File: config.mk
export PLATFORM = sky130hd
export DESIGN_NAME = rtcal_regs
export DESIGN_NICKNAME = d
export VERILOG_FILES = /design/src/rtcal_pkg.sv /design/src/rtcal_chk_if.sv /design/src/rtcal_entry_check.sv /design/src/rtcal_regs.sv /design/src/rtcal_sec_tick.sv
export SDC_FILE = /design/constraint.sdc
export NUM_CORES = 1
export LEC_CHECK = 0
export BUFFER_PORTS_ARGS = -buffer_cell sky130_fd_sc_hd__buf_4
export CAP_MARGIN = 20
export CORE_ASPECT_RATIO = 0.7
export CORE_UTILIZATION = 50
export DETAILED_ROUTE_END_ITERATION = 10
export PLACE_DENSITY = 0.71
export SLEW_MARGIN = 0
export SYNTH_ARGS = -nofsm -noshare
export SYNTH_HDL_FRONTEND = slang
export SYNTH_HIERARCHICAL = 1
export SYNTH_SLANG_ARGS = --single-unit
File: constraint.sdc
create_clock -name clk_sys_in -period 3.9 [get_ports clk_sys_in]
set_input_delay 0.39 -clock clk_sys_in [delete_from_list [all_inputs] [get_ports clk_sys_in]]
set_output_delay 0.39 -clock clk_sys_in [all_outputs]
set_load 0.01 [all_outputs]
File: src/rtcal_pkg.sv
package rtcal_pkg;
  // =====================================================================
  // Register map, byte addresses
  localparam logic [5:0] OFS_CTRL = 6'h00;
  localparam logic [5:0] OFS_MODE = 6'h04;
  localparam logic [5:0] OFS_TIME = 6'h08;
  localparam logic [5:0] OFS_CAL  = 6'h0c;
  localparam logic [5:0] OFS_TALR = 6'h10;
  localparam logic [5:0] OFS_CALR = 6'h14;
  localparam logic [5:0] OFS_SR   = 6'h18;
  localparam logic [5:0] OFS_SCCR = 6'h1c;
  localparam logic [5:0] OFS_IER  = 6'h20;
  localparam logic [5:0] OFS_IDR  = 6'h24;
  localparam logic [5:0] OFS_IMR  = 6'h28;
  localparam logic [5:0] OFS_VER  = 6'h2c;
  // =====================================================================
  // Field positions and implemented-bit masks
  localparam int SEC_LSB = 0, MIN_LSB = 8, HOUR_LSB = 16, HALF_DAY_BIT = 22;
  localparam int HUNDRED_YEARS_FIELD_LSB = 0, YEAR_LSB = 8, MONTH_LSB = 16, WDAY_LSB = 21, DATE_LSB = 24;
  localparam int S_EN_BIT = 7, M_EN_BIT = 15, HOUR_EN_BIT = 23, MONTH_EN_BIT = 23, DATE_EN_BIT = 31;
  localparam int TSEL_LSB = 8, DSEL_LSB = 16;
  localparam int SR_ACK = 0, SR_ALR = 1, SR_SEC = 2, SR_TIM = 3, SR_CAL = 4, SR_W = 5;
  localparam logic [31:0] TIME_MASK = 32'h007f7f7f;
  localparam logic [31:0] CAL_MASK  = 32'h3fffff7f;
  localparam logic [31:0] TALR_MASK = 32'h00ffffff;
  localparam logic [31:0] CALR_MASK = 32'hbf9f0000;
  localparam logic [31:0] CTRL_MASK = 32'h00030303;
  // =====================================================================
  // Reset values
  localparam logic [31:0] TIME_RST = 32'h00000000;
  localparam logic [31:0] CAL_RST  = 32'h01819819;
  localparam logic [31:0] TALR_RST = 32'h00000000;
  localparam logic [31:0] CALR_RST = 32'h01010000;
  // =====================================================================
  // BCD limits
  localparam logic [7:0] BCD_00 = 8'h00, BCD_01 = 8'h01, BCD_11 = 8'h11, BCD_12 = 8'h12;
  localparam logic [7:0] BCD_19 = 8'h19, BCD_20 = 8'h20, BCD_23 = 8'h23, BCD_59 = 8'h59;
  localparam logic [7:0] BCD_99 = 8'h99, BCD_28 = 8'h28, BCD_29 = 8'h29, BCD_30 = 8'h30;
  localparam logic [7:0] BCD_31 = 8'h31;
  localparam logic [2:0] WDAY_MIN = 3'h1, WDAY_MAX = 3'h7, WEEK_START = 3'h1;
  // =====================================================================
  // Timing
  localparam longint SEC_PERIOD_NS = 1000000000;
  localparam longint CLK_PERIOD_NS = 10;
  localparam int unsigned SEC_CYCLES = int'(SEC_PERIOD_NS / CLK_PERIOD_NS);

  typedef enum logic [1:0] {TEV_MIN = 2'h0, TEV_HOUR = 2'h1, TEV_MIDNIGHT = 2'h2, TEV_NOON = 2'h3} rtcal_tev_t;

  function automatic logic [7:0] bcd_inc(input logic [7:0] v);
    return (v[3:0] == 4'h9) ? {v[7:4] + 4'h1, 4'h0} : {v[7:4], v[3:0] + 4'h1};
  endfunction : bcd_inc

  function automatic logic bcd_ok(input logic [7:0] v);
    return (v[3:0] <= 4'h9) && (v[7:4] <= 4'h9);
  endfunction : bcd_ok

  // Every year divisible by four is leap, good up to the end of the century range
  function automatic logic [7:0] month_days(input logic [7:0] mon, input logic [7:0] yr);
    logic leap;
    leap = yr[4] ? (yr[3:0] == 4'h2 || yr[3:0] == 4'h6) : (yr[3:0] == 4'h0 || yr[3:0] == 4'h4 || yr[3:0] == 4'h8);
    case (mon)
      8'h02:                      return leap ? BCD_29 : BCD_28;
      8'h04, 8'h06, 8'h09, 8'h11: return BCD_30;
      default:                    return BCD_31;
    endcase
  endfunction : month_days
endpackage : rtcal_pkg

File: src/rtcal_chk_if.sv
interface rtcal_chk_if;
  logic [31:0] wdata;
  logic        hr12;
  logic [3:0]  ok;
  modport regs (output wdata, output hr12, input ok);
  modport chk (input wdata, input hr12, output ok);
endinterface : rtcal_chk_if

File: src/rtcal_entry_check.sv
module rtcal_entry_check (
  rtcal_chk_if.chk bus
);
  logic [7:0] s, m, h, ce, y, mo, d, am, ad;
  logic [2:0] wd;
  logic       pm, hour_ok;

  always_comb begin
    s  = {1'b0, bus.wdata[rtcal_pkg::SEC_LSB +: 7]};
    m  = {1'b0, bus.wdata[rtcal_pkg::MIN_LSB +: 7]};
    h  = {2'b0, bus.wdata[rtcal_pkg::HOUR_LSB +: 6]};
    pm = bus.wdata[rtcal_pkg::HALF_DAY_BIT];
    ce = {1'b0, bus.wdata[rtcal_pkg::HUNDRED_YEARS_FIELD_LSB +: 7]};
    y  = bus.wdata[rtcal_pkg::YEAR_LSB +: 8];
    mo = {3'b0, bus.wdata[rtcal_pkg::MONTH_LSB +: 5]};
    wd = bus.wdata[rtcal_pkg::WDAY_LSB +: 3];
    d  = {2'b0, bus.wdata[rtcal_pkg::DATE_LSB +: 6]};
    am = {3'b0, bus.wdata[rtcal_pkg::MONTH_LSB +: 5]};
    ad = {2'b0, bus.wdata[rtcal_pkg::DATE_LSB +: 6]};
    // Half-day flag must stay clear in 24-hour operation
    hour_ok = rtcal_pkg::bcd_ok(h) && (bus.hr12 ? (h >= rtcal_pkg::BCD_01 && h <= rtcal_pkg::BCD_12)
                                                : (h <= rtcal_pkg::BCD_23 && !pm));
    bus.ok[0] = rtcal_pkg::bcd_ok(s) && s <= rtcal_pkg::BCD_59
             && rtcal_pkg::bcd_ok(m) && m <= rtcal_pkg::BCD_59 && hour_ok;
    bus.ok[1] = (ce == rtcal_pkg::BCD_19 || ce == rtcal_pkg::BCD_20)
             && rtcal_pkg::bcd_ok(y)
             && rtcal_pkg::bcd_ok(mo) && mo >= rtcal_pkg::BCD_01 && mo <= rtcal_pkg::BCD_12
             && wd >= rtcal_pkg::WDAY_MIN && wd <= rtcal_pkg::WDAY_MAX
             && rtcal_pkg::bcd_ok(d) && d >= rtcal_pkg::BCD_01 && d <= rtcal_pkg::month_days(mo, y);
    bus.ok[2] = bus.ok[0];
    bus.ok[3] = rtcal_pkg::bcd_ok(am) && am >= rtcal_pkg::BCD_01 && am <= rtcal_pkg::BCD_12
             && rtcal_pkg::bcd_ok(ad) && ad >= rtcal_pkg::BCD_01 && ad <= rtcal_pkg::BCD_31;
  end
endmodule : rtcal_entry_check

File: src/rtcal_regs.sv
// Behaviour
// - Seconds and minutes are BCD, 00 to 59.
// - Every BCD field keeps units in the low nibble, tens above.
// - Hour takes 01-12 in twelve-hour mode, 00-23 in twenty-four-hour mode.
// - Bit 22 is the half-day flag in twelve-hour mode, 1 means afternoon.
// - Unused bits of time and calendar read zero.
// - Century takes only 19 or 20; counting past year 99 of century 20 still steps it to 21.
// - Year is two BCD digits, 00 to 99.
// - Month is BCD 01 to 12.
// - Weekday takes 1 to 7 and never affects date counting.
// - Day of month is BCD 01 to 31.
// - Time alarm compares second, minute, hour with per-field enables at 7, 15, 23.
// - Calendar alarm compares month (enable 23) and date (enable 31).
// - Status bit 0 is one only while time or calendar may be written.
// - Status bit 1 sets when all enabled alarm fields match.
// - Status bit 2 sets every second tick and stays until cleared.
// - Status bit 3 latches the selected time event until cleared.
// - Status bit 4 latches the selected calendar event until cleared.
// - Writing one to the clear command clears that status flag.
// - Writing one to the enable command enables that interrupt.
// - Writing one to the disable command disables that interrupt.
// - Time event select: minute, hour, midnight, noon.
// - Calendar event select: Monday midnight, first of month, first of January.
// - Update request stops the counting and raises the acknowledge flag.
// - A rejected time, calendar or alarm write is not loaded and flags invalid.
//
// The register addresses and the Avalon-MM slave port are this design's own decisions.
module rtcal_regs #(
  parameter int unsigned SEC_CYCLES = rtcal_pkg::SEC_CYCLES
) (
  input  wire logic        clk_sys_in,
  input  wire logic        reset_n_in,
  input  wire logic [5:0]  address_in,
  input  wire logic        read_in,
  input  wire logic        write_in,
  input  wire logic [31:0] writedata_in,
  input  wire logic [3:0]  byteenable_in,
  output logic [31:0]      readdata_out,
  output logic             waitrequest_out,
  output logic             irq_out
);
  // =====================================================================
  // State
  typedef struct packed {
    logic                     ack;
    logic [31:0]              rdata;
    logic [31:0]              tim;
    logic [31:0]              cal;
    logic [31:0]              talr;
    logic [31:0]              calr;
    logic [1:0]               upd;
    logic [1:0]               tsel;
    logic [1:0]               dsel;
    logic                     hr12;
    logic [rtcal_pkg::SR_W-1:0] sr;
    logic [rtcal_pkg::SR_W-1:0] imr;
    logic [3:0]               ver;
    logic                     tick_d;
  } rtcal_state_t;

  rtcal_state_t r, n;
  logic         tick, req, acc, wr, amatch;
  rtcal_chk_if  chk ();

  rtcal_sec_tick #(.SEC_CYCLES(SEC_CYCLES)) u_tick (
    .clk_sys_in (clk_sys_in),
    .reset_n_in (reset_n_in),
    .tick_out   (tick)
  );

  rtcal_entry_check u_chk (
    .bus (chk.chk)
  );

  function automatic logic [31:0] rd_sel(input logic [5:0] a, input rtcal_state_t s);
    case (a)
      rtcal_pkg::OFS_CTRL: return {14'h0, s.dsel, 6'h0, s.tsel, 6'h0, s.upd};
      rtcal_pkg::OFS_MODE: return {31'h0, s.hr12};
      rtcal_pkg::OFS_TIME: return s.tim & rtcal_pkg::TIME_MASK;
      rtcal_pkg::OFS_CAL:  return s.cal & rtcal_pkg::CAL_MASK;
      rtcal_pkg::OFS_TALR: return s.talr;
      rtcal_pkg::OFS_CALR: return s.calr;
      rtcal_pkg::OFS_SR:   return {27'h0, s.sr};
      rtcal_pkg::OFS_IMR:  return {27'h0, s.imr};
      rtcal_pkg::OFS_VER:  return {28'h0, s.ver};
      default:             return 32'h0;
    endcase
  endfunction : rd_sel

  // =====================================================================
  // Bus handshake: one wait cycle, data latched on the first
  assign req             = read_in | write_in;
  assign waitrequest_out = req & ~r.ack;
  assign acc             = req & r.ack;
  assign wr              = write_in & acc;
  assign readdata_out    = r.rdata;
  assign irq_out         = |(r.sr & r.imr);

  logic [31:0] bem;
  always_comb begin
    bem = {{8{byteenable_in[3]}}, {8{byteenable_in[2]}}, {8{byteenable_in[1]}}, {8{byteenable_in[0]}}};
    chk.wdata = (rd_sel(address_in, r) & ~bem) | (writedata_in & bem);
    chk.hr12  = r.hr12;
  end

  // =====================================================================
  // Alarm compare
  always_comb begin
    logic any_en;
    any_en = r.talr[rtcal_pkg::S_EN_BIT] | r.talr[rtcal_pkg::M_EN_BIT] | r.talr[rtcal_pkg::HOUR_EN_BIT]
           | r.calr[rtcal_pkg::MONTH_EN_BIT] | r.calr[rtcal_pkg::DATE_EN_BIT];
    amatch = any_en
      && (!r.talr[rtcal_pkg::S_EN_BIT] || r.talr[rtcal_pkg::SEC_LSB +: 7] == r.tim[rtcal_pkg::SEC_LSB +: 7])
      && (!r.talr[rtcal_pkg::M_EN_BIT] || r.talr[rtcal_pkg::MIN_LSB +: 7] == r.tim[rtcal_pkg::MIN_LSB +: 7])
      && (!r.talr[rtcal_pkg::HOUR_EN_BIT] || r.talr[rtcal_pkg::HOUR_LSB +: 7] == r.tim[rtcal_pkg::HOUR_LSB +: 7])
      && (!r.calr[rtcal_pkg::MONTH_EN_BIT]
          || r.calr[rtcal_pkg::MONTH_LSB +: 5] == r.cal[rtcal_pkg::MONTH_LSB +: 5])
      && (!r.calr[rtcal_pkg::DATE_EN_BIT] || r.calr[rtcal_pkg::DATE_LSB +: 6] == r.cal[rtcal_pkg::DATE_LSB +: 6]);
  end

  // =====================================================================
  // Counting, events, registers
  logic [7:0] sec, mnt, hr, cen, yr, mon, dat, n_dat, n_hr;
  logic [7:0] n_sec, n_mnt, n_mon, n_cen;
  logic [2:0] wday, n_wday;
  logic       pm, sec_w, min_w, day_w, noon_w, dat_w, mon_w, run_t, run_c, ev_t, ev_c, t_ok, c_ok;
  logic [rtcal_pkg::SR_W-1:0] clr, set;

  always_comb begin
    n        = r;
    n.ack    = req & ~r.ack;
    n.tick_d = tick;
    if (req && !r.ack) begin
      n.rdata = rd_sel(address_in, r);
    end
    sec  = {1'b0, r.tim[rtcal_pkg::SEC_LSB +: 7]};
    mnt  = {1'b0, r.tim[rtcal_pkg::MIN_LSB +: 7]};
    hr   = {2'b0, r.tim[rtcal_pkg::HOUR_LSB +: 6]};
    pm   = r.tim[rtcal_pkg::HALF_DAY_BIT];
    cen  = {1'b0, r.cal[rtcal_pkg::HUNDRED_YEARS_FIELD_LSB +: 7]};
    yr   = r.cal[rtcal_pkg::YEAR_LSB +: 8];
    mon  = {3'b0, r.cal[rtcal_pkg::MONTH_LSB +: 5]};
    wday = r.cal[rtcal_pkg::WDAY_LSB +: 3];
    dat  = {2'b0, r.cal[rtcal_pkg::DATE_LSB +: 6]};
    n_sec = rtcal_pkg::bcd_inc(sec);
    n_mnt = rtcal_pkg::bcd_inc(mnt);
    n_mon = rtcal_pkg::bcd_inc(mon);
    n_cen = rtcal_pkg::bcd_inc(cen);
    // Writes are only allowed once the stop is acknowledged
    t_ok  = r.upd[0] & r.sr[rtcal_pkg::SR_ACK];
    c_ok  = r.upd[1] & r.sr[rtcal_pkg::SR_ACK];
    run_t = tick & ~t_ok;
    run_c = ~c_ok;
    sec_w = sec == rtcal_pkg::BCD_59;
    min_w = sec_w && mnt == rtcal_pkg::BCD_59;
    if (r.hr12) begin
      n_hr   = (hr == rtcal_pkg::BCD_12) ? rtcal_pkg::BCD_01 : rtcal_pkg::bcd_inc(hr);
      day_w  = min_w && hr == rtcal_pkg::BCD_11 && pm;
      noon_w = min_w && hr == rtcal_pkg::BCD_11 && !pm;
    end else begin
      n_hr   = (hr == rtcal_pkg::BCD_23) ? rtcal_pkg::BCD_00 : rtcal_pkg::bcd_inc(hr);
      day_w  = min_w && hr == rtcal_pkg::BCD_23;
      noon_w = min_w && hr == rtcal_pkg::BCD_11;
    end
    // Weekday wraps on its own and never feeds the date chain
    n_wday = (wday == rtcal_pkg::WDAY_MAX) ? rtcal_pkg::WDAY_MIN : wday + 3'h1;
    dat_w  = dat == rtcal_pkg::month_days(mon, yr);
    n_dat  = dat_w ? rtcal_pkg::BCD_01 : rtcal_pkg::bcd_inc(dat);
    mon_w  = dat_w && mon == rtcal_pkg::BCD_12;
    if (run_t) begin
      n.tim[rtcal_pkg::SEC_LSB +: 7] = sec_w ? 7'h0 : n_sec[6:0];
      if (sec_w) begin
        n.tim[rtcal_pkg::MIN_LSB +: 7] = min_w ? 7'h0 : n_mnt[6:0];
      end
      if (min_w) begin
        n.tim[rtcal_pkg::HOUR_LSB +: 6] = n_hr[5:0];
        if (r.hr12 && hr == rtcal_pkg::BCD_11) begin
          n.tim[rtcal_pkg::HALF_DAY_BIT] = ~pm;
        end
      end
      if (day_w && run_c) begin
        n.cal[rtcal_pkg::WDAY_LSB +: 3] = n_wday;
        n.cal[rtcal_pkg::DATE_LSB +: 6] = n_dat[5:0];
        if (dat_w) begin
          n.cal[rtcal_pkg::MONTH_LSB +: 5] = mon_w ? rtcal_pkg::BCD_01[4:0] : n_mon[4:0];
        end
        if (mon_w) begin
          n.cal[rtcal_pkg::YEAR_LSB +: 8] = (yr == rtcal_pkg::BCD_99) ? rtcal_pkg::BCD_00 : rtcal_pkg::bcd_inc(yr);
          if (yr == rtcal_pkg::BCD_99) begin
            n.cal[rtcal_pkg::HUNDRED_YEARS_FIELD_LSB +: 7] = n_cen[6:0];
          end
        end
      end
    end
    unique case (rtcal_pkg::rtcal_tev_t'(r.tsel))
      rtcal_pkg::TEV_MIN:      ev_t = sec_w;
      rtcal_pkg::TEV_HOUR:     ev_t = min_w;
      rtcal_pkg::TEV_MIDNIGHT: ev_t = day_w;
      rtcal_pkg::TEV_NOON:     ev_t = noon_w;
    endcase
    ev_t = ev_t & run_t;
    // Codes 2 and 3 both mean new year
    ev_c = run_t && day_w && run_c && ((r.dsel == 2'h0) ? (n_wday == rtcal_pkg::WEEK_START)
                                     : (r.dsel == 2'h1) ? dat_w : mon_w);
    // Set wins over a clear in the same cycle
    clr = '0;
    set = '0;
    if (wr && address_in == rtcal_pkg::OFS_SCCR) begin
      clr = writedata_in[rtcal_pkg::SR_W-1:0] & bem[rtcal_pkg::SR_W-1:0];
    end
    if (r.upd == 2'h0) begin
      clr[rtcal_pkg::SR_ACK] = 1'b1;
    end
    set[rtcal_pkg::SR_ACK] = tick & (|r.upd);
    set[rtcal_pkg::SR_ALR] = r.tick_d & amatch;
    set[rtcal_pkg::SR_SEC] = tick;
    set[rtcal_pkg::SR_TIM] = ev_t;
    set[rtcal_pkg::SR_CAL] = ev_c;
    n.sr = (r.sr & ~clr) | set;
    if (wr) begin
      unique case (address_in)
        rtcal_pkg::OFS_CTRL: begin
          n.upd  = chk.wdata[1:0];
          n.tsel = chk.wdata[rtcal_pkg::TSEL_LSB +: 2];
          n.dsel = chk.wdata[rtcal_pkg::DSEL_LSB +: 2];
        end
        rtcal_pkg::OFS_MODE: n.hr12 = chk.wdata[0];
        rtcal_pkg::OFS_TIME: if (t_ok) begin
          n.ver[0] = ~chk.ok[0];
          if (chk.ok[0]) n.tim = chk.wdata & rtcal_pkg::TIME_MASK;
        end
        rtcal_pkg::OFS_CAL: if (c_ok) begin
          n.ver[1] = ~chk.ok[1];
          if (chk.ok[1]) n.cal = chk.wdata & rtcal_pkg::CAL_MASK;
        end
        rtcal_pkg::OFS_TALR: begin
          n.ver[2] = ~chk.ok[2];
          if (chk.ok[2]) n.talr = chk.wdata & rtcal_pkg::TALR_MASK;
        end
        rtcal_pkg::OFS_CALR: begin
          n.ver[3] = ~chk.ok[3];
          if (chk.ok[3]) n.calr = chk.wdata & rtcal_pkg::CALR_MASK;
        end
        rtcal_pkg::OFS_IER: n.imr = r.imr | (writedata_in[rtcal_pkg::SR_W-1:0] & bem[rtcal_pkg::SR_W-1:0]);
        rtcal_pkg::OFS_IDR: n.imr = r.imr & ~(writedata_in[rtcal_pkg::SR_W-1:0] & bem[rtcal_pkg::SR_W-1:0]);
        default: ;
      endcase
    end
  end

  // Time base is made in this domain, so status flags never cross clocks
  always_ff @(posedge clk_sys_in or negedge reset_n_in) begin
    if (!reset_n_in) begin
      r      <= '0;
      r.tim  <= rtcal_pkg::TIME_RST;
      r.cal  <= rtcal_pkg::CAL_RST;
      r.talr <= rtcal_pkg::TALR_RST;
      r.calr <= rtcal_pkg::CALR_RST;
    end else begin
      r <= n;
    end
  end
endmodule : rtcal_regs

File: src/rtcal_sec_tick.sv
module rtcal_sec_tick #(
  parameter int unsigned SEC_CYCLES = rtcal_pkg::SEC_CYCLES
) (
  input  wire logic clk_sys_in,
  input  wire logic reset_n_in,
  output logic      tick_out
);
  localparam int CW = $clog2(SEC_CYCLES + 1);
  localparam logic [CW-1:0] LAST = CW'(SEC_CYCLES - 1);

  typedef struct packed {
    logic [CW-1:0] cnt;
    logic          tick;
  } rtcal_tick_t;

  rtcal_tick_t r, n;

  always_comb begin
    n      = r;
    n.tick = (r.cnt == LAST);
    n.cnt  = n.tick ? '0 : r.cnt + CW'(1);
  end

  always_ff @(posedge clk_sys_in or negedge reset_n_in) begin
    if (!reset_n_in) begin
      r <= '0;
    end else begin
      r <= n;
    end
  end

  assign tick_out = r.tick;
endmodule : rtcal_sec_tick
## After elaboration in Yosys (flattened, before gate mapping)

Cells that the tools add are included.

| operators by class | value |
|---|---|
| add/subtract/negate cells | 16 |
| magnitude comparators | 21 |
| equality and inequality tests | 58 |
| shift-type cells | 0 |
| reductions and logical operators | 84 |
| divide/modulo/power cells | 0 |
| bitwise logic cells | 33 |
| muxes and demuxes | 60 |
| multipliers | 0 |

Operator list:

| cell | number |
|---|---|
| 32-bit one-hot mux with 9 select lines | 1 |
| 32-bit two-way mux | 5 |
| 126-bit two-way mux | 1 |
| 7-bit two-way mux | 14 |
| 23-bit two-way mux | 3 |
| 32-bit AND | 2 |
| 1-bit logical AND | 44 |
| 22-bit two-way mux | 2 |
| 6-bit two-way mux | 7 |
| 4-bit == test, second input constant | 9 |
| 6-bit by 5-bit == test with 1-bit output, second input constant | 6 |
| 4-bit by 1-bit adder with 4-bit output, second input constant | 8 |
| 32-bit NOT | 1 |
| 32-bit bitwise OR | 1 |
| 6-bit == test, second input constant | 5 |
| 30-bit two-way mux | 1 |
| 27-bit by 1-bit adder with 27-bit output, second input constant | 1 |
| 27-bit == test, second input constant | 1 |
| 27-bit two-way mux | 1 |
| 24-bit two-way mux | 1 |
| 8-bit two-way mux | 3 |
| 7-bit == test | 3 |
| 5-bit AND | 4 |
| 5-bit by 3-bit == test with 1-bit output, second input constant | 4 |
| other kinds (55) | 144 |

| word-level totals | value |
|---|---|
| logic and storage cells | 291 |
| bits in latches | 0 |
| register bits after elaboration | 170 |
| memories kept | 0 |
| output and inout port bits | 34 |
| bits in writable memories | 0 |
| bits in read-only memories | 0 |

## Longest topological paths before layout

Gate-level depths: netlist of run 1.

| logic depth | value |
|---|---|
| depth after elaboration | 19 |
| gate-level depth with buffers | 23 |
| gate-level depth less buffers | 19 |

## Hierarchy

Netlist of run 1, hierarchy kept.

Modules (own cells, without submodules):

| module | times used | cells each | area an instance (sq um) |
|---|---|---|---|
| rtcal_regs | 1 | 977 | 8655.8 |
| rtcal_sec_tick | 1 | 135 | 1357.6 |
| rtcal_entry_check | 1 | 49 | 344.1 |

## Least setup slack after synthesis of run 1

Ideal clock, no wire load.

| timing | value |
|---|---|
| kind | input port to flip-flop |
| from | input address_in[3] |
| to | register r, in the netlist mon[4] |
| data required time | 3.813 ns |
| slack | -0.313 ns |
| library setup time | 0.087 ns |
| stages on the path | 21 |
| arrival | 4.126 ns |
| cells stage by stage | clkbuf_1 > nor2b_1 > clkbuf_1 > and2_1 > clkbuf_1 > a22oi_1 > nand3_1 > o21ai_0 > inv_1 > nor4_1 > and2_1 > inv_1 > ha_1 > o21a_1 > o21ai_0 > a21oi_1 > a2111oi_4 > and3_1 > buf_1 > a211oi_1 > a211oi_2 |

RTL lines:

| item | RTL line | source |
|---|---|---|
| from (decl) | rtcal_regs.sv:33 | `input wire logic [5:0] address_in,` |
| to (signal assigned) | rtcal_regs.sv:260 | `r <= n;` |
| to (decl) | rtcal_regs.sv:61 | `rtcal_state_t r, n;` |

==> results of run 1 <==
-- worst min-delay path by stage --
stage,start,endpoint,slack [ns]
final,reset_n_in,readdata_out[3]$_DFFE_PN0P_,0.02
after global routing,reset_n_in,readdata_out[3]$_DFFE_PN0P_,0.08
after CTS,reset_n_in,readdata_out[1]$_DFFE_PN0P_,0.05
after detailed placement,readdata_out[9]$_DFFE_PN0P_,readdata_out[9]$_DFFE_PN0P_,0.46
after global placement,u_tick/r[1]$_DFF_PN0_,u_tick/r[1]$_DFF_PN0_,0.45
after floorplan,reset_n_in,asynchronous set/reset pin,0.09
-- critical path, cell delays in order --
cell	delay, ns
buf_4	0.08
or3_1	0.24
nor3_4	0.09
buf_4	0.17
buf_4	0.17
a222oi_1	0.78
a21oi_1	0.22
buf_4	0.22
a222oi_1	0.30
nand3_1	0.11
a21oi_1	0.36
inv_1	0.10
or2_1	0.29
buf_12	0.17
buf_12	0.14
nor2_1	0.13
a21oi_1	0.06
-- layer usage --
metal  vias up  track usage, %  share of wire [%]
li1       4414               -                  -
met1      4671            47.5                 46
met2       553            44.6                 40
met3        54            9.42                 11
met4         2            9.05                2.0
met5         -            3.01               0.28
-- registers in the layout, summed over array words and instances (netlist names), named ones only --
signal / count
u_tick/tick_out: 1
chk.hr12: 1
r: 72
mnt: 7
mon: 5
hr: 6
u_tick/r: 27
cen: 7
pm: 1
readdata_out: 31
dat: 6
-- layout make-up --
type | count | area (um2)
fillers | 1673 | 7570
multi-input cells | 838 | 5440
flip-flops and latches | 169 | 4240
repair buffers | 207 | 1620
clock buffers | 21 | 460
well taps | 270 | 338
inverters | 56 | 210
clock inverters | 11 | 183
-- stage by stage --
stage | hold WS, ns | setup TNS [ns] | total power, mW
CTS | 0.0476 | 0 | 4.16
global route | 0.0828 | -0.0274 | 4.28
detailed placement | 0.465 | -9.91 | 2.28
global placement | 0.451 | -5.34 | 2.28
floorplan | 0.0944 | 0 | 2.05
finish | 0.0167 | 0 | 4.16
-- power breakdown --
group	internal (mW)	switching [mW]	total, mW
Sequential	1.79	0.0361	1.83
Clock	1.12	0.781	1.90
Combinational	0.182	0.250	0.432
-- timing repair --
item	4_1_cts	5_1_grt
pin swaps	0	2
setup buffers	0	3
endpoints found under the setup margin	1	30
cloned	0	0
hold buffers	0	0
hold endpoints to repair	0	0
gates resized for setup	1	6
==> impl_metrics.ini, run 1 <==
[power]
p_leak_nw = 5.61
vdd_ir_drop_max_mv = 0.269
powerDensity_nw_per_um2 = 333

[cells_and_area]
mostFrequentLayoutCell = buf_4
drive_gt1_share_pct = 23.3
final_core_util_pct = 62.3
area_growth_pct = 20.7
finalNonFillerCells = 1572
layout_common_cells = buf_4 (200), dfrtp_1 (158), nand2_1 (145), o21ai_0 (88), nor2_1 (72)
diodes = 0
final_area_um2 = 12500
final_nets = 1354

[drt]
vias_per_cell = 6.17
drt-initial-drc-count = 1088
vias = 9694
first_pass_iters = 7
wl_per_cell_um = 21.0
ant_nets = 0
wl_mm = 33.0
remaining_drc_errors = 0

[setup_path]
crit_start = address_in[5]
cp_max_fo = 16
rr_worst_depth = 17
r2r_slack_ns = 0.36
worstSetupEndpoint = mnt[1]$_DFF_PN0_
rr_endpoint = r[97]$_DFF_PN1_
worstPathArrival_ns = 4.04
cp-start-kind = input pin
rr_startpoint = hr[4]$_DFF_PN0_
worstSetupPathType = input pin to register
required_ns = 4.22
cp-end-kind = register

[clock_network]
cts_sinks = 169
cts_tree = yes
clock_tree.root_cell = clkbuf_16
clk_path_buf_depth = 2
insertion_delay_ns = 0.44
htree_num_levels = 4
numCtsBuffers = 17
clkTransAtPathRegs_ns = 0.07

[global_route]
grt_max_degree = 86
grt_pass1_vias = 9028
antenna_found_initial = 0
overflow = 0
grt_pass1_wl_mm = 51.9
track_usage_pct = 32.1

[placed_design]
dp_slack_ns = -0.415
port_buffers = 77
placed_area_um2 = 11800
gp_congestion = 1.01
dpl.cell_count = 1537
hpwl_mm = 25.0

[status]
outcome = complete, no violations

[timing]
finalMaxSlewViolations = 0
setup_viol = 0
period_needed_ns = 3.71
max_freq_mhz = 269
min_period_over_period_pct = 95.2
finalHoldViolations = 0
finClkSkew_ns = 0.0103
slew_headroom_pct = 37.6
fin_ws_ns = 0.188
tightest_slew_ns = 0.927

[floorplan]
num_rows = 43
die_w_um = 174
initial_core_util_pct = 51.6
die_h_um = 122
io_pins = 80
core-area_um2 = 20100
dieArea_um2 = 21300

[flow_run]
max-cap-violations = 0

[synthesis]
synth_warnings = 6
netlist_instances = 1160
syn_area_per_cell_um2 = 8.92
synth_area_um2 = 10400
synth_nets = 1225

[worst_hold_path]
min_path_type = input pin to asynchronous set/reset pin
Note: power is estimated with default switching activity, not from simulation.
==> run 2, diff against run 1 <==
Settings changed: SETUP_SLACK_MARGIN set to 0.2.
==> run 2 against run 1 <==
Net effect:
- sequential power is essentially flat
- critical path depth down 2
- flip-flop and latch count is the same
- clock skew up 0.0058 ns
- clock-buffer cell count is 2 lower
- combinational power about the same
- die area is the same
- global-route usage rose by 0.31 points
- core utilization is 0.11 points lower
- non-clock buffer count up 1
- total power is 3.8% lower
- cell count is essentially flat
==> impl_metrics.ini, run 2 (synthesis results as in run 1) <==
[clock_network]
insertion_delay_ns = 0.45
numCtsBuffers = 17
cts_tree = yes
clkTransAtPathRegs_ns = 0.07
htree_num_levels = 4
clock_tree.root_cell = clkbuf_16
clk_path_buf_depth = 2
hold_buffers = 0
cts_sinks = 169

[power]
switching_share_pct = 26.6
p_int_mw = 2.94
p_clk_share_pct = 43.5
vdd_ir_drop_max_mv = 0.245
pwr-share-seq_pct = 45.7
power_mw = 4.01
p_leak_nw = 5.59
powerDensity_nw_per_um2 = 321
combPwrFrac_pct = 10.8
p_sw_mw = 1.07

[setup_path]
worstPathArrival_ns = 3.89
cp-end-kind = register
required_ns = 4.26
cp-start-kind = input pin
cp_max_fo = 14
worstSetupPathType = input pin to register
r2r_slack_ns = 0.38

[drt]
first_pass_iters = 6
remaining_drc_errors = 0
vias = 9714
drt-initial-drc-count = 1477
wl_per_cell_um = 21.3
vias_per_cell = 6.18
wl_mm = 33.5
ant_nets = 0

[floorplan]
die_w_um = 174
io_pins = 80
core-area_um2 = 20100
dieArea_um2 = 21300
die_h_um = 122
num_rows = 43
initial_core_util_pct = 51.6

[cells_and_area]
mostFrequentLayoutCell = buf_4
final_area_um2 = 12500
largest_register_ffs = 72
final_core_util_pct = 62.2
diodes = 0
regArea_um2 = 4240
regMostFlops = r
final_nets = 1355
layout_common_cells = buf_4 (202), dfrtp_1 (157), nand2_1 (145), o21ai_0 (86), nor2_1 (72)
drive_gt1_share_pct = 24.2
finalNonFillerCells = 1573
multi_input_area_um2 = 5470
nFillCells = 1681
area_growth_pct = 20.5

[timing]
finalHoldViolations = 0
tns_ns = 0
rsz0062_at_grt = no
tightest_slew_ns = 0.958
holdWs_ns = 0.00215
finClkSkew_ns = 0.0160
finalMaxSlewViolations = 0
slew_headroom_pct = 35.6
fin_ws_ns = 0.361
max_freq_mhz = 283
min_period_over_period_pct = 90.7
period_needed_ns = 3.54
setup_viol = 0

[worst_hold_path]
min_path_type = input pin to asynchronous set/reset pin

[global_route]
antenna_found_initial = 0
grt_pass1_vias = 8941
grt_pass1_wl_mm = 51.9
overflow = 0
track_usage_pct = 32.4
grt_max_degree = 88

[flow_run]
max-cap-violations = 0

[placed_design]
gp_congestion = 0.967
dp_slack_ns = -0.230
hpwl_mm = 25.2
placed_area_um2 = 11800
dpl.cell_count = 1538
port_buffers = 77

[status]
outcome = complete, no violations
[run 2: cell types whose count changed in the layout (fill, tap and decap cells not counted), moves of 2 or more]
| cell | delta |
|---|---|
| a22oi_1 | -3 |
| a22oi_2 | +3 |
| clkinv_2 | +3 |
| and2_1 | -2 |
| and2_4 | +2 |
| buf_4 | +2 |
| bufinv_16 | -2 |
| o21ai_0 | -2 |
| o21ai_1 | +2 |
[run 2: final timing paths]
path | from | endpoint | cells past startpoint
worst max-delay path | address_in[3] | mon[4]$_DFF_PN0_ | 15
worst min-delay path | reset_n_in | readdata_out[1]$_DFFE_PN0P_ | 1
worst max register to register | chk.hr12$_DFFE_PN0P_ | mon[4]$_DFF_PN0_ | 12
worst min register to register | readdata_out[23]$_DFFE_PN0P_ | readdata_out[23]$_DFFE_PN0P_ | 2
max in group asynchronous | reset_n_in | r[97]$_DFF_PN1_ | 2
min in group clk_sys_in | writedata_in[2] | register | 2
[run 2: what timing repair did]
action	in CTS	in global routing
endpoints found under the setup margin	0	29
resized for setup	0	8
buffers inserted	0	3
[run 2: area by class of cell]
class                           count  area share [%]
Clock inverter                     13            1.14
Clock buffer                       19            3.55
Multi-Input combinational cell    838            43.8
Timing Repair Buffer              208            13.1
Tap cell                          270            2.71
Inverter                           56            1.69
Sequential cell                   169            34.0
[run 2: worst max-delay path, stage by stage]
cell and delay, ns:
buf_4 0.16, nand2_1 0.13, nor3_4 0.05, buf_4 0.16, buf_4 0.20, a222oi_1 0.40, o211a_1 0.33, a21oi_1 0.13
buf_4 0.22, or4b_4 0.53, a2111oi_4 0.37, and3_1 0.24, buf_4 0.26, a211oi_1 0.09, a211oi_2 0.22
[run 2: power by group through the flow]
| stage | Combinational [mW] | Clock [mW] | Sequential (mW) |
|---|---|---|---|
| 2_1_floorplan | 0.210 | 0 | 1.85 |
| 3_5_place_dp | 0.420 | 0 | 1.86 |
| 4_1_cts | 0.422 | 1.76 | 1.83 |
| 6_report | 0.434 | 1.74 | 1.83 |
| 5_1_grt | 0.467 | 1.83 | 1.84 |
| 3_3_place_gp | 0.414 | 0 | 1.86 |
[run 2: layer usage]
layer	vias up	track usage [%]	part of all wire [%]
li1	4405	-	-
met1	4680	49.0	46
met2	590	42.0	38
met3	39	13.2	15
met4	0	7.29	1.4
met5	-	0	0
==> run 3, diff against run 2 <==
Clock period 3.9 ns to 2.9 ns, I/O delays scaled along.
==> run 3 against run 2 <==
Net effect:
- the flow now finishes with violations (negative setup slack)
- cell count is 10% higher
- clock skew is 0.0057 ns lower
- critical path depth is 3 higher
- non-clock buffer count grew 164
- first-iteration DRC count increased by 11%
- sequential power is 34% higher
- routed wire length is 17% higher
- total power up 35%
- via count increased by 13%
- core utilization is 11 points higher
- hold slack better by 0.069 ns
- clock power increased by 26%
==> impl_metrics.ini, run 3 (synthesis results as in run 1) <==
[timing]
min_period_over_period_pct = 126
tightest_slew_ns = 0.856
finalMaxSlewViolations = 0
holdWs_ns = 0.0707
max_freq_mhz = 274
fin_ws_ns = -0.753
setup_viol = 90
rsz0062_at_grt = yes
finClkSkew_ns = 0.0103
period_needed_ns = 3.65
slew_headroom_pct = 42.6
finalHoldViolations = 0

[clock_network]
clock_tree.root_cell = clkbuf_16
htree_num_levels = 4
insertion_delay_ns = 0.44
cts_tree = yes
cts_sinks = 169
clk_path_buf_depth = 2
clkTransAtPathRegs_ns = 0.08
numCtsBuffers = 17

[cells_and_area]
regMostFlops = r
mostFrequentLayoutCell = buf_4
largest_register_ffs = 72
final_area_um2 = 14700
final_core_util_pct = 73.1
diodes = 0
area_growth_pct = 41.7
layout_common_cells = buf_4 (305), dfrtp_1 (158), nand2_1 (119), nor2_1 (57), o21ai_0 (54)
final_nets = 1520
drive_gt1_share_pct = 39.2
finalNonFillerCells = 1738

[global_route]
grt_max_degree = 71
track_usage_pct = 35.1
grt_pass1_vias = 9654
grt_pass1_wl_mm = 56.2
overflow = 0
antenna_found_initial = 1

[worst_hold_path]
min_path_type = input pin to register

[status]
violations = negative setup slack
outcome = complete, but fails checks

[floorplan]
die_w_um = 174
dieArea_um2 = 21300
die_h_um = 122
core-area_um2 = 20100
initial_core_util_pct = 51.6
io_pins = 80
num_rows = 43

[placed_design]
dpl.cell_count = 1650
hpwl_mm = 27.3
port_buffers = 77
placed_area_um2 = 12700
gp_congestion = 0.997

[flow_run]
max-cap-violations = 0

[drt]
wl_mm = 39.1
remaining_drc_errors = 0
vias = 10900
first_pass_iters = 7
ant_nets = 0
wl_per_cell_um = 22.5
drt-initial-drc-count = 1634
vias_per_cell = 6.30

[setup_path]
cp-end-kind = register
cp-start-kind = register
cp_max_fo = 5
worstPathArrival_ns = 4.03
worstSetupPathType = register to register
required_ns = 3.28

[power]
vdd_ir_drop_max_mv = 0.326
powerDensity_nw_per_um2 = 368
p_leak_nw = 6.64
power_mw = 5.40
[run 3: cell count changes in the layout (fill, tap and decap cells not counted), sizes merged]
| cell | before | now |
|---|---|---|
| clkinv | 6 | 5 |
| clkinvlp | 2 | 1 |
| bufinv | 2 | 0 |
| inv | 59 | 63 |
| clkbuf | 19 | 24 |
| nand3 | 40 | 41 |
| buf | 208 | 366 |
| dlygate4sd3 | 0 | 1 |
[run 3: where the power goes]
part | total [mW] | internal, mW | switching (mW)
registers | 2.46 | 2.41 | 0.0462
clock network | 2.20 | 1.12 | 1.08
logic | 0.741 | 0.325 | 0.416
total | 5.40 | 3.86 | 1.54
[run 3: final timing paths]
| path | startpoint | end | slack [ns] | cells past startpoint |
|---|---|---|---|---|
| min in group asynchronous | reset_n_in | readdata_out[2]$_DFFE_PN0P_ | 0.45 | 2 |
| max in group asynchronous | reset_n_in | r[74]$_DFFE_PN0P_ | 1.59 | 3 |
| max reg2reg | hr[0]$_DFF_PN0_ | r[94]$_DFF_PN0_ | -0.75 | 18 |
| max | hr[0]$_DFF_PN0_ | r[94]$_DFF_PN0_ | -0.75 | 18 |
| min reg2reg | u_tick/r[1]$_DFF_PN0_ | u_tick/r[1]$_DFF_PN0_ | 0.47 | 1 |
| min | writedata_in[1] | register | 0.07 | 2 |
[run 3: metal layers]
| metal | up-vias | wire length, um | global-route usage, % |
|---|---|---|---|
| li1 | 4753 | - | - |
| met1 | 5277 | 16400 | 54.5 |
| met2 | 804 | 15800 | 48.4 |
| met3 | 112 | 5840 | 7.74 |
| met4 | 2 | 1020 | 9.43 |
| met5 | - | 10 | 0 |
[run 3: stage by stage]
stage | setup TNS (ns) | worst slack [ns]
after floorplan | -36.70 | -0.657
after global placement | -66.48 | -0.928
after detailed placement | -71.74 | -1.04
after CTS | -25.27 | -0.442
after global routing | -45.15 | -0.847
final | -38.92 | -0.753
[run 3: layout make-up]
| cell class | count | area [um2] |
|---|---|---|
| clock buffer | 19 | 433 |
| clock inverter | 13 | 110 |
| fill | 1433 | 5400 |
| inverter | 56 | 218 |
| multi-input combinational | 839 | 6070 |
| sequential | 169 | 4240 |
| tap | 270 | 338 |
| timing repair buffer | 372 | 3260 |
[run 3: what timing repair did]
| item | 4_1_cts | 5_1_grt |
|---|---|---|
| hold buffers | 1 | 0 |
| gates resized for setup | 52 | 183 |
| gates cloned | 3 | 7 |
| setup endpoints to repair | 91 | 93 |
| buffers inserted | 30 | 15 |
| hold endpoints to repair | 67 | 0 |
| pin swaps | 15 | 51 |
[run 3: worst max-delay path, stage by stage (launching register included)]
cell and delay [ns]:
dfrtp_1 0.42, a222oi_1 0.40, nand2_1 0.17, o21bai_2 0.22
inv_2 0.09, nor4_4 0.26, and2_4 0.19, inv_2 0.05
ha_4 0.21, o21a_1 0.20, o21ai_2 0.19, a21oi_2 0.07
a2111oi_4 0.21, buf_4 0.18, buf_6 0.09, nand3_4 0.10
buf_6 0.18, o21ai_0 0.22, or2_1 0.14
